File: config.mk
export PLATFORM = sky130hd
export DESIGN_NAME = pcbcr_top
export DESIGN_NICKNAME = d
export VERILOG_FILES = /design/src/hw/pcbcr_pkg.sv /design/src/hw/pcbcr_top.sv /design/src/hw/pcbcr_req_gate.sv /design/src/hw/pcbcr_err_gate.sv
export SDC_FILE = /design/constraint.sdc
export NUM_CORES = 1
export LEC_CHECK = 0
export ABC_CLOCK_PERIOD_IN_PS = 2450
export BUFFER_PORTS_ARGS = -buffer_cell sky130_fd_sc_hd__buf_4
export CAP_MARGIN = 15
export CORE_MARGIN = 2
export CORE_UTILIZATION = 35
export CTS_CLUSTER_DIAMETER = 120
export DETAILED_ROUTE_END_ITERATION = 16
export PLACE_DENSITY_LB_ADDON = 0.05
export SYNTH_ARGS = -nofsm -noshare
export SYNTH_HDL_FRONTEND = slang
export SYNTH_SLANG_ARGS = --single-unit
export TNS_END_PERCENT = 50
File: constraint.sdc
create_clock -name ref_clk -period 2.45 [get_ports ref_clk]
set_input_delay 0.245 -clock ref_clk [delete_from_list [all_inputs] [get_ports ref_clk]]
set_output_delay 0.245 -clock ref_clk [all_outputs]
set_load 0.03 [all_outputs]
File: src/hw/pcbcr_pkg.sv
package pcbcr_pkg;

   // ***************************************************************
   // configuration space placement
   // ***************************************************************
   localparam logic [11:0] PCBCR_CMD_OFFSET  = 12'h004;
   localparam int          PCBCR_ADDR_W      = 12;
   localparam int          PCBCR_DATA_W      = 32;

   // ***************************************************************
   // command half field positions
   // ***************************************************************
   localparam int PCBCR_IO_EN_BIT     = 0;
   localparam int PCBCR_MEM_EN_BIT    = 1;
   localparam int PCBCR_BM_EN_BIT     = 2;
   localparam int PCBCR_PERR_EN_BIT   = 6;
   localparam int PCBCR_SYSTEM_ERROR_REPORT_EN_BIT   = 8;
   localparam int PCBCR_INT_DIS_BIT   = 10;

   // writable bits: 0,1,2,6,8,10; all others read zero
   localparam logic [15:0] PCBCR_CMD_WR_MASK = 16'h0547;
   localparam logic [15:0] PCBCR_CMD_RESET   = 16'h0000;

   // ***************************************************************
   // status half field positions (dword bit numbers)
   // ***************************************************************
   localparam int PCBCR_CAP_LIST_BIT  = 20;
   localparam int PCBCR_MDPE_BIT      = 24;
   localparam int PCBCR_SSE_BIT       = 30;

   // ***************************************************************
   // byte lanes
   // ***************************************************************
   localparam int PCBCR_LANE_CMD_LO   = 0;
   localparam int PCBCR_LANE_CMD_HI   = 1;
   localparam int PCBCR_LANE_STS_HI   = 3;

   // merge one written byte into a byte under a writable mask
   function automatic logic [7:0] pcbcr_merge(
      input logic [7:0] old_v,
      input logic [7:0] new_v,
      input logic [7:0] mask
   );
      pcbcr_merge = (old_v & ~mask) | (new_v & mask);
   endfunction

endpackage

File: src/hw/pcbcr_top.sv
// Contract
// - io space enable gates primary io
// - memory space enable gates primary memory
// - no bus master: no upstream, downstream UR
// - refused non-posted gets UR completion
// - bus master set forwards upstream requests
// - legacy bits 3,4,5,7,9 read zero
// - parity response enable gates parity action
// - system error enable gates error reporting
// - interrupt disable blocks own INTx
// - interrupt disable never blocks forwarded INTx
// - signaled system error set on sent message
// - data parity flag never set unless enabled
`timescale 1ns/1ps
`default_nettype none
module pcbcr_top
   import pcbcr_pkg::*;
(
   input  wire logic                    ref_clk,
   input  wire logic                    rst_n,
   input  wire logic                    cfg_wr,
   input  wire logic                    cfg_rd,
   input  wire logic [PCBCR_ADDR_W-1:0] cfg_addr,
   input  wire logic [3:0]              cfg_be,
   input  wire logic [PCBCR_DATA_W-1:0] cfg_wdata,
   output logic      [PCBCR_DATA_W-1:0] cfg_rdata_q,
   output logic                         cfg_rvalid_q,
   input  wire logic                    pri_valid,
   input  wire logic                    pri_is_io,
   input  wire logic                    pri_is_mem,
   output logic                         pri_claim_q,
   output logic                         pri_ignore_q,
   input  wire logic                    dn_valid,
   input  wire logic                    dn_is_io,
   input  wire logic                    dn_is_mem,
   input  wire logic                    dn_np,
   output logic                         up_fwd_q,
   output logic                         dn_ur_q,
   output logic                         dn_ur_cpl_q,
   input  wire logic                    fatal_det,
   input  wire logic                    nonfatal_det,
   output logic                         system_error_report_fatal_q,
   output logic                         system_error_report_nonfatal_q,
   input  wire logic                    parity_det,
   output logic                         parity_act_q,
   input  wire logic                    own_int,
   input  wire logic                    dn_intx,
   output logic                         intx_q,
   output logic                         intx_fwd_q
);

   // ***************************************************************
   // configuration access decode
   // ***************************************************************
   logic [15:0] cmd_q;
   logic [15:0] cmd_d;
   logic        hit;
   logic        wr_hit;
   logic        sse_q;
   logic        mdpe_q;
   logic        sse_clr;
   logic        mdpe_clr;
   logic [31:0] rd_word;

   // dword match at the command/status offset
   assign hit    = cfg_addr[PCBCR_ADDR_W-1:2] == PCBCR_CMD_OFFSET[PCBCR_ADDR_W-1:2];
   assign wr_hit = cfg_wr & hit;

   // rw1c clears on the status high byte lane
   assign sse_clr  = wr_hit & cfg_be[PCBCR_LANE_STS_HI] & cfg_wdata[PCBCR_SSE_BIT];
   assign mdpe_clr = wr_hit & cfg_be[PCBCR_LANE_STS_HI] & cfg_wdata[PCBCR_MDPE_BIT];

   // ***************************************************************
   // command register
   // ***************************************************************

   // byte-enabled merge through the writable mask
   always_comb begin
      cmd_d = cmd_q;
      if (wr_hit && cfg_be[PCBCR_LANE_CMD_LO]) begin
         cmd_d[7:0] = pcbcr_merge(cmd_q[7:0], cfg_wdata[7:0],
                                  PCBCR_CMD_WR_MASK[7:0]);
      end
      if (wr_hit && cfg_be[PCBCR_LANE_CMD_HI]) begin
         cmd_d[15:8] = pcbcr_merge(cmd_q[15:8], cfg_wdata[15:8],
                                   PCBCR_CMD_WR_MASK[15:8]);
      end
   end

   // command storage, cleared at reset
   always_ff @(posedge ref_clk) begin
      if (!rst_n) begin
         cmd_q <= PCBCR_CMD_RESET;
      end else begin
         cmd_q <= cmd_d;
      end
   end

   // ***************************************************************
   // read path
   // ***************************************************************

   // status half: capability list, parity, system error
   always_comb begin
      rd_word                     = 32'h0000_0000;
      rd_word[15:0]               = cmd_q & PCBCR_CMD_WR_MASK;
      rd_word[PCBCR_CAP_LIST_BIT] = 1'b1;
      rd_word[PCBCR_MDPE_BIT]     = mdpe_q;
      rd_word[PCBCR_SSE_BIT]      = sse_q;
   end

   // registered read answer, unmapped offsets read zero
   always_ff @(posedge ref_clk) begin
      if (!rst_n) begin
         cfg_rdata_q  <= 32'h0000_0000;
         cfg_rvalid_q <= 1'b0;
      end else begin
         cfg_rvalid_q <= cfg_rd;
         if (cfg_rd) begin
            cfg_rdata_q <= hit ? rd_word : 32'h0000_0000;
         end
      end
   end

   // ***************************************************************
   // request gating
   // ***************************************************************
   pcbcr_req_gate u_req (
      .ref_clk      (ref_clk),
      .rst_n        (rst_n),
      .io_en        (cmd_q[PCBCR_IO_EN_BIT]),
      .mem_en       (cmd_q[PCBCR_MEM_EN_BIT]),
      .bm_en        (cmd_q[PCBCR_BM_EN_BIT]),
      .pri_valid    (pri_valid),
      .pri_is_io    (pri_is_io),
      .pri_is_mem   (pri_is_mem),
      .dn_valid     (dn_valid),
      .dn_is_io     (dn_is_io),
      .dn_is_mem    (dn_is_mem),
      .dn_np        (dn_np),
      .pri_claim_q  (pri_claim_q),
      .pri_ignore_q (pri_ignore_q),
      .up_fwd_q     (up_fwd_q),
      .dn_ur_q      (dn_ur_q),
      .dn_ur_cpl_q  (dn_ur_cpl_q)
   );

   // ***************************************************************
   // error, parity and interrupt gating
   // ***************************************************************
   pcbcr_err_gate u_err (
      .ref_clk        (ref_clk),
      .rst_n          (rst_n),
      .system_error_report_en        (cmd_q[PCBCR_SYSTEM_ERROR_REPORT_EN_BIT]),
      .perr_en        (cmd_q[PCBCR_PERR_EN_BIT]),
      .int_dis        (cmd_q[PCBCR_INT_DIS_BIT]),
      .fatal_det      (fatal_det),
      .nonfatal_det   (nonfatal_det),
      .parity_det     (parity_det),
      .own_int        (own_int),
      .dn_intx        (dn_intx),
      .sse_clr        (sse_clr),
      .mdpe_clr       (mdpe_clr),
      .fatal_msg_q    (system_error_report_fatal_q),
      .nonfatal_msg_q (system_error_report_nonfatal_q),
      .parity_act_q   (parity_act_q),
      .sse_q          (sse_q),
      .mdpe_q         (mdpe_q),
      .intx_q         (intx_q),
      .intx_fwd_q     (intx_fwd_q)
   );
endmodule
`default_nettype wire

File: src/hw/pcbcr_req_gate.sv
`timescale 1ns/1ps
`default_nettype none
module pcbcr_req_gate
   import pcbcr_pkg::*;
(
   input  wire logic ref_clk,
   input  wire logic rst_n,
   input  wire logic io_en,
   input  wire logic mem_en,
   input  wire logic bm_en,
   input  wire logic pri_valid,
   input  wire logic pri_is_io,
   input  wire logic pri_is_mem,
   input  wire logic dn_valid,
   input  wire logic dn_is_io,
   input  wire logic dn_is_mem,
   input  wire logic dn_np,
   output logic      pri_claim_q,
   output logic      pri_ignore_q,
   output logic      up_fwd_q,
   output logic      dn_ur_q,
   output logic      dn_ur_cpl_q
);

   logic pri_hit;
   logic dn_hit;

   // primary io/memory decode gated by the space enables
   assign pri_hit = (pri_is_io & io_en) | (pri_is_mem & mem_en);
   assign dn_hit  = dn_valid & (dn_is_io | dn_is_mem);

   // primary side claim or ignore
   always_ff @(posedge ref_clk) begin
      if (!rst_n) begin
         pri_claim_q  <= 1'b0;
         pri_ignore_q <= 1'b0;
      end else begin
         pri_claim_q  <= pri_valid & pri_hit;
         pri_ignore_q <= pri_valid & ~pri_hit;
      end
   end

   // upstream forwarding or unsupported request
   always_ff @(posedge ref_clk) begin
      if (!rst_n) begin
         up_fwd_q    <= 1'b0;
         dn_ur_q     <= 1'b0;
         dn_ur_cpl_q <= 1'b0;
      end else begin
         up_fwd_q    <= dn_hit & bm_en;
         dn_ur_q     <= dn_hit & ~bm_en;
         dn_ur_cpl_q <= dn_hit & ~bm_en & dn_np;
      end
   end

endmodule
`default_nettype wire

File: src/hw/pcbcr_err_gate.sv
`timescale 1ns/1ps
`default_nettype none
module pcbcr_err_gate
   import pcbcr_pkg::*;
(
   input  wire logic ref_clk,
   input  wire logic rst_n,
   input  wire logic system_error_report_en,
   input  wire logic perr_en,
   input  wire logic int_dis,
   input  wire logic fatal_det,
   input  wire logic nonfatal_det,
   input  wire logic parity_det,
   input  wire logic own_int,
   input  wire logic dn_intx,
   input  wire logic sse_clr,
   input  wire logic mdpe_clr,
   output logic      fatal_msg_q,
   output logic      nonfatal_msg_q,
   output logic      parity_act_q,
   output logic      sse_q,
   output logic      mdpe_q,
   output logic      intx_q,
   output logic      intx_fwd_q
);

   logic msg_send;
   logic par_take;

   assign msg_send = system_error_report_en & (fatal_det | nonfatal_det);
   assign par_take = perr_en & parity_det;

   // error messages and parity action
   always_ff @(posedge ref_clk) begin
      if (!rst_n) begin
         fatal_msg_q    <= 1'b0;
         nonfatal_msg_q <= 1'b0;
         parity_act_q   <= 1'b0;
      end else begin
         fatal_msg_q    <= system_error_report_en & fatal_det;
         nonfatal_msg_q <= system_error_report_en & nonfatal_det;
         parity_act_q   <= par_take;
      end
   end

   // sticky status flags, set wins over clear
   always_ff @(posedge ref_clk) begin
      if (!rst_n) begin
         sse_q  <= 1'b0;
         mdpe_q <= 1'b0;
      end else begin
         sse_q  <= msg_send | (sse_q & ~sse_clr);
         mdpe_q <= par_take | (mdpe_q & ~mdpe_clr);
      end
   end

   // own interrupt gated, downstream interrupts pass
   always_ff @(posedge ref_clk) begin
      if (!rst_n) begin
         intx_q     <= 1'b0;
         intx_fwd_q <= 1'b0;
      end else begin
         intx_q     <= own_int & ~int_dis;
         intx_fwd_q <= dn_intx;
      end
   end

endmodule
`default_nettype wire

Yosys cells after proc, flatten, opt, wreduce, memory -nomap -nowiden:

Index checks and enable logic that the tools add are counted.

* eq/ne operators: 1
* reductions and logical operators: 2
* bitwise logic cells: 31
* muxes and demuxes: 1

Operator list (count)
* 2-to-1 mux 31 bit: 1
* bitwise AND 1 bit: 19
* == test 10 x 1 -> 1 bit, second input constant: 1
* bitwise OR 8 x 3 -> 8 bit: 1
* bitwise OR 8 x 7 -> 8 bit: 1
* inverter 1 bit: 5
* bitwise OR 1 bit: 5
* logical AND 1 bit: 2

* output and inout port bits: 43
* input port bits: 64
* register bits: 61

Depth between registers and ports, before layout:

Gate-level depths: netlist of the first run.

* depth after elaboration: 7
* depth in mapped cells: 4

By module:

From an unflattened synthesis of the first run, not the netlist that was laid out.

* cell total of the unflattened synthesis: 143
* area, all modules: 1360.1 um^2

Modules (own cells, without submodules)
* pcbcr_top: instances 1, cells each 111, area each 987.2 um^2
* pcbcr_err_gate: instances 1, cells each 18, area each 215.2 um^2
* pcbcr_req_gate: instances 1, cells each 14, area each 157.7 um^2

Worst setup path after synthesis of the first run:

Ideal clock, no wire load.

* kind: input to register
* from: in cfg_addr[11]
* to: reg cfg_rdata_q[10]
* setup time: 70 ps
* data arrival time: 1560 ps
* path slack: 819 ps
* stages: 4
* path buffers: 1
* cell sequence: or4_4 -> buf_6 -> or4_1 -> a21oi_1

* longest elaborated chain between the ends: 2

RTL lines
* start, declared: RTL line pcbcr_top.sv:23 `input wire logic [PCBCR_ADDR_W-1:0] cfg_addr,`
* == test 10 x 1 -> 1 bit: RTL line pcbcr_top.sv:66 `assign hit = cfg_addr[PCBCR_ADDR_W-1:2] == PCBCR_CMD_OFFSET[PCBCR_ADDR_W-1:2];`
* 2-to-1 mux 31 bit: RTL line pcbcr_top.sv:120 `cfg_rdata_q <= hit ? rd_word : 32'h0000_0000;`
* end signal, assigned: RTL line pcbcr_top.sv:120
* end, declared: RTL line pcbcr_top.sv:26 `output logic [PCBCR_DATA_W-1:0] cfg_rdata_q,`

Every way passes these cells.
A chain may end at the register's enable or synchronous reset.

Worst setup path after layout of the first run:

* from: in cfg_addr[11]
* to: reg cmd_q[1]

* longest elaborated chain between the ends: 3

RTL lines
* == test 10 x 1 -> 1 bit: RTL line pcbcr_top.sv:66
* bitwise AND 1 bit: RTL line pcbcr_top.sv:67 `assign wr_hit = cfg_wr & hit;`
* logical AND 1 bit: RTL line pcbcr_top.sv:80 `if (wr_hit && cfg_be[PCBCR_LANE_CMD_LO]) begin`
* end signal, assigned: RTL line pcbcr_top.sv:95 `cmd_q <= cmd_d;`
* end, declared: RTL line pcbcr_top.sv:55 `logic [15:0] cmd_q;`

Every way passes these cells.

==> impl_metrics.py, run 1 <==
metrics = {
    "status": {
        "run_status": "finished clean",
    },
    "detailed_routing": {
        "vias": 1078,
        "first_pass_iters": 4,
        "wl_per_cell_um": 10.6,
        "via_per_inst": 4.44,
        "drc": 0,
        "drt_iter0_markers": 50,
        "routed_wl_mm": 2.57,
        "ant_nets": 0,
    },
    "die": {
        "fp.dieH_um": 64.1,
        "start_util_pct": 37.0,
        "ios": 107,
        "row_count": 21,
        "die_area_sq_um": 4110,
        "fp.dieW_um": 64.1,
        "core_area_sq_um": 3420,
    },
    "synthesis": {
        "synth_fa_ha_area_share_pct": 0,
        "synth_top_family_by_area": "simple AND/OR/NAND/NOR gates",
        "synthCells": 146,
        "synth_area_sq_um": 1260,
        "synth_mux_area_share_pct": 4.75,
        "ys_types": 29,
        "synth.avg_cell_area_sq_um": 8.66,
        "ys_seq_elements": 28,
        "synthXorXnorAreaFrac_pct": 0,
        "ys_warn_count": 0,
        "synth_seq_area_share_pct": 44.3,
        "synth-simple-area-share_pct": 25.5,
        "synth_compound_area_share_pct": 7.52,
    },
    "clocking": {
        "cts_resized": 0,
        "clockBufferDepth": 2,
        "cts_setup_buffers": 0,
        "cts_sinks": 28,
        "worstSkewPairLatency_ps": 320,
        "clockRootBuffer": "clkbuf_4",
        "cts_made_buffers": 3,
        "cts_tree": "done",
        "hold_buffers": 0,
        "cts_max_level": 1,
        "clkSlewWorstSetupHoldPaths_ps": 150,
    },
    "setup_path": {
        "r2r-end": "cfg_rdata_q[8]",
        "worst-path-max-fanout": 12,
        "cp_data_required_time_ps": 2710,
        "worstReg2RegStart": "cmd_q[8]",
        "ff2ff_setup_slack_ps": 1350,
        "worst_r2r_path_depth": 3,
        "arrival_ps": 1660,
        "start_kind": "input pin",
        "endpoint_kind": "register",
        "crit_type": "input pin to register",
    },
    "finish": {
        "fillers": 353,
        "drive_above_1_share_pct": 32.0,
        "nets": 263,
        "largest_reg_flops": 9,
        "largest-register": "cfg_rdata_q",
        "area.growth.synth_to_final_pct": 29.7,
        "largestRegisters": "cfg_rdata_q x9, cmd_q x6",
        "postLayoutCoreUtil_pct": 48.0,
        "regArea_sq_um": 561,
        "multi_input_area_sq_um": 564,
        "diodes": 0,
    },
    "grt": {
        "grt_overflow": 0,
        "grt_max_degree": 21,
        "grt_pass1_vias": 986,
        "grt_pass1_wl_mm": 4.20,
        "grt_usage_pct": 12.7,
        "antenna_found_initial": 0,
    },
    "timing": {
        "setup_tns_ps": 0,
        "whs_ps": 72.4,
        "finalCritPeriodShare_pct": 57.3,
        "setup_viol": 0,
        "period_minus_slack_ps": 1400,
        "clock_skew_ps": 9.32,
        "clock.fmax_mhz": 712,
        "maxSlewViolCount": 0,
        "finalHoldViolCount": 0,
        "fin_ws_ps": 1050,
        "rsz0062_at_grt": "no",
    },
    "power": {
        "pwr-share-seq_pct": 58.9,
        "vdd_ir_drop_max_mv": 0.192,
        "p_sw_uw": 217,
        "switching_share_pct": 27.7,
        "clkPwrFrac_pct": 23.7,
        "p_int_uw": 566,
        "combPwrFrac_pct": 17.4,
        "power_density_nw_per_um2": 478,
        "leakagePower_nw": 0.719,
    },
    "min_path": {
        "hold_path_class": "input pin to register",
        "hold_depth": 2,
        "min_from": "cfg_wdata[30]",
        "min_to": "u_err.sse_q",
    },
    "place": {
        "hpwl_mm": 2.05,
        "numPortBuffers": 56,
        "pre_cts_slack_ps": 688,
        "gp_congestion": 0.687,
    },
    "run": {
        "maxCapViolCount": 0,
    },
}
## Yosys cell counts
master	number	area [sq um]
and2_1	2	12.5
dfxtp_1	28	561
nor2_1	6	22.5
o21ai_0	1	5.00
nor4_1	2	12.5
or4_1	8	60.1
buf_1	1	3.75
buf_4	23	173
clkinv_1	1	3.75
o211ai_1	1	7.51
a21o_1	1	7.51
inv_1	3	11.3
nand2b_1	1	6.26
nand2_1	34	128
nor4_4	1	21.3
mux2i_1	6	60.1
o21a_1	1	7.51
clkbuf_1	4	15.0
nor4_2	1	12.5
or4_4	2	22.5
conb_1	1	3.75
nor2b_1	2	12.5
and3_1	2	12.5
buf_6	1	11.3
buf_2	1	5.00
a22oi_1	1	7.51
a21oi_1	9	45.0
a311oi_1	1	8.76
a31oi_1	1	6.26
## critical path: stages
cell,delay (ps)
buf_4,110
or4_4,610
nor4_4,470
mux2i_1,230
## power groups by stage
stage | Combinational (mW) | Clock (mW) | Sequential, mW
after floorplan | 0.100 | 0 | 0.482
after global placement | 0.135 | 0 | 0.471
after detailed placement | 0.137 | 0 | 0.472
after CTS | 0.137 | 0.196 | 0.462
after global routing | 0.147 | 0.214 | 0.462
final | 0.136 | 0.185 | 0.462
## per-stage QoR
step / cell area, sq um / total power, mW / instances
3_3_place_gp: 1620 / 0.607 / 240
5_1_grt: 1640 / 0.823 / 243
2_1_floorplan: 1350 / 0.582 / 168
3_5_place_dp: 1620 / 0.608 / 240
4_1_cts: 1640 / 0.795 / 243
6_report: 1640 / 0.783 / 243
## final cells by class
class,count,share of cell area (%)
clock buffers,3,1.37
inverters,4,0.915
multi-input cells,106,34.4
flip-flops and latches,28,34.2
well taps,46,3.51
repair buffers,56,25.6
## worst max path at each step
stage                            start         endpoint  slack (ps)
after detailed placement  cfg_addr[11]         cmd_q[1]         690
after global routing      cfg_addr[11]         cmd_q[0]         950
after CTS                 cfg_addr[11]         cmd_q[1]        1030
after floorplan           cfg_addr[11]  cfg_rdata_q[10]         820
after global placement    cfg_addr[11]  cfg_rdata_q[24]         720
final                     cfg_addr[11]         cmd_q[1]        1050
## cell usage in the layout, fill, tap and decap left out, drive strengths merged
cell type   n
nand2      34
and2        2
a31oi       1
conb       23
o21a        1
inv         3
nor2        6
o211ai      1
nor2b       2
dfxtp      28
buf        56
and3        2
nand2b      1
a21oi       9
nor4        4
a311oi      1
clkbuf      3
a22oi       1
o21ai       1
mux2i       6
a21o        1
or4        10
clkinv      1
## metal layers
layer	vias up	GRT usage [%]	wire (um)
met2	45	22.4	1310
li1	542	-	-
met5	-	0	0
met1	489	15.7	1100
met3	2	0.528	138
met4	0	6.38	27
## kinds of logic (layout without fill, tap and decap cells)
group,count (synthesis),after routing
AO/OA/AOI/OAI,16,16
buffers and inverters,34,63
flip-flops,28,28
multiplexers,6,6
other,1,23
AND/OR/NAND/NOR,61,61
Note: power is estimated with default switching activity, not from simulation.
==> run 2: changes to the inputs <==
Settings changed: ABC_CLOCK_PERIOD_IN_PS 2450 to 1400.
Clock period 2.45 ns to 1.4 ns, I/O delays scaled along.
==> impl_metrics.py, run 2 (synthesis gave the netlist of run 1 again) <==
metrics = {
    "power": {
        "p_sw_uw": 399,
        "clkPwrFrac_pct": 33.3,
        "combPwrFrac_pct": 15.8,
        "power_density_nw_per_um2": 909,
        "leakagePower_nw": 0.777,
        "switching_share_pct": 25.1,
        "pwr-share-seq_pct": 50.9,
        "vdd_ir_drop_max_mv": 0.454,
        "p_int_mw": 1.19,
    },
    "clocking": {
        "cts_tree": "done",
        "worstSkewPairLatency_ps": 320,
        "clockBufferDepth": 2,
        "cts_made_buffers": 3,
        "clockRootBuffer": "clkbuf_4",
        "cts_max_level": 1,
        "cts_sinks": 28,
        "cts_setup_buffers": 0,
        "clkSlewWorstSetupHoldPaths_ps": 150,
    },
    "setup_path": {
        "cp_cell_sequence": "buf_4 > or4_4 > or4_1 > a21oi_1",
        "cp_num_buf_inv": 1,
        "slowest_stage": "or4_4",
        "cp_data_required_time_ps": 1660,
        "path_delay_family": "simple AND/OR/NAND/NOR gates",
        "cp_slowest_stage_delay_ps": 610,
        "start_kind": "input pin",
        "endpoint_kind": "register",
        "arrival_ps": 1540,
        "crit_type": "input pin to register",
        "worst-path-max-fanout": 12,
    },
    "status": {
        "run_status": "finished clean",
    },
    "timing": {
        "rsz0062_at_grt": "no",
        "clock_skew_ps": 4.22,
        "finalHoldViolCount": 0,
        "setup_viol": 0,
        "fin_ws_ps": 128,
        "clock.fmax_mhz": 786,
        "maxSlewViolCount": 0,
        "period_minus_slack_ps": 1270,
        "whs_ps": 22.8,
        "finalCritPeriodShare_pct": 90.9,
    },
    "die": {
        "row_count": 21,
        "fp.dieW_um": 64.1,
        "fp.dieH_um": 64.1,
        "die_area_sq_um": 4110,
        "start_util_pct": 37.0,
        "ios": 107,
        "core_area_sq_um": 3420,
    },
    "finish": {
        "layout_common_cells": "61 x buf_4, 34 x nand2_1, 28 x dfxtp_1",
        "largest-register": "cfg_rdata_q",
        "diodes": 0,
        "layout_commonest_cell": "buf_4",
        "largestRegisters": "cfg_rdata_q x9, cmd_q x6",
        "drive_above_1_share_pct": 33.3,
        "instances_no_fill": 253,
        "area.growth.synth_to_final_pct": 38.2,
        "fillers": 335,
        "regArea_sq_um": 561,
        "multi_input_area_sq_um": 564,
        "nets": 272,
        "largest_reg_flops": 9,
        "postLayoutCoreUtil_pct": 51.2,
    },
    "place": {
        "numPortBuffers": 56,
        "gp_congestion": 0.756,
        "hpwl_mm": 2.15,
        "pre_cts_slack_ps": -207,
        "dp.cells": 245,
    },
    "detailed_routing": {
        "via_per_inst": 4.32,
        "first_pass_iters": 4,
        "drc": 0,
        "ant_nets": 0,
        "vias": 1093,
        "wl_per_cell_um": 11.0,
        "drt_iter0_markers": 36,
        "routed_wl_mm": 2.80,
    },
    "grt": {
        "grt_overflow": 0,
        "grt_pass1_vias": 985,
        "grt_pass1_wl_mm": 4.34,
        "grt_usage_pct": 13.2,
        "antenna_found_initial": 0,
        "grt_max_degree": 21,
    },
    "min_path": {
        "hold_path_class": "input pin to register",
    },
    "run": {
        "maxCapViolCount": 0,
    },
}
run 2: area by class of cell:
cell class | instances | share of cell area (%)
multi-input cells | 106 | 32.3
repair buffers | 65 | 28.5
flip-flops and latches | 28 | 32.1
clock inverters | 1 | 1.72
well taps | 46 | 3.29
clock buffers | 3 | 1.29
inverters | 4 | 0.859
run 2: metrics by stage:
stage	TNS [ps]	cell area, sq um	total power, mW
floorplan	-649	1350	1.02
global placement	-2500	1660	1.06
detailed placement	-2700	1660	1.07
CTS	0	1750	1.61
global route	0	1750	1.66
finish	0	1750	1.59
run 2: what timing repair did:
action	CTS	global route
endpoints found under the setup margin	0	0
gates resized for setup	0	0
hold endpoints to repair	4	0
hold buffers	4	0
run 2: final timing paths:
kind          startpoint        endpoint  slack, ps  depth (start not counted)
max          cfg_addr[4]  cfg_rdata_q[6]        130                          4
min              own_int    u_err.intx_q         20                          3
max reg2reg     cmd_q[2]  cfg_rdata_q[2]        230                          3
min reg2reg    cmd_q[10]    u_err.intx_q        470                          1
run 2: worst min-delay path, stage by stage:
cell and delay [ps]:
buf_4 110, nand2_1 40, nor2_1 30
run 2: layer usage:
layer	global-route usage, %	wire, um	vias to the layer above
li1	-	-	568
met1	15.7	1190	484
met2	24.5	1430	39
met3	2.29	157	2
met4	3.19	13	0
met5	0	0	-
run 2: power by group through the flow:
stage	Combinational (mW)	Clock, mW	Sequential, mW
6_report	0.251	0.529	0.808
4_1_cts	0.250	0.549	0.809
3_3_place_gp	0.239	0	0.825
3_5_place_dp	0.241	0	0.825
2_1_floorplan	0.176	0	0.843
5_1_grt	0.269	0.578	0.809
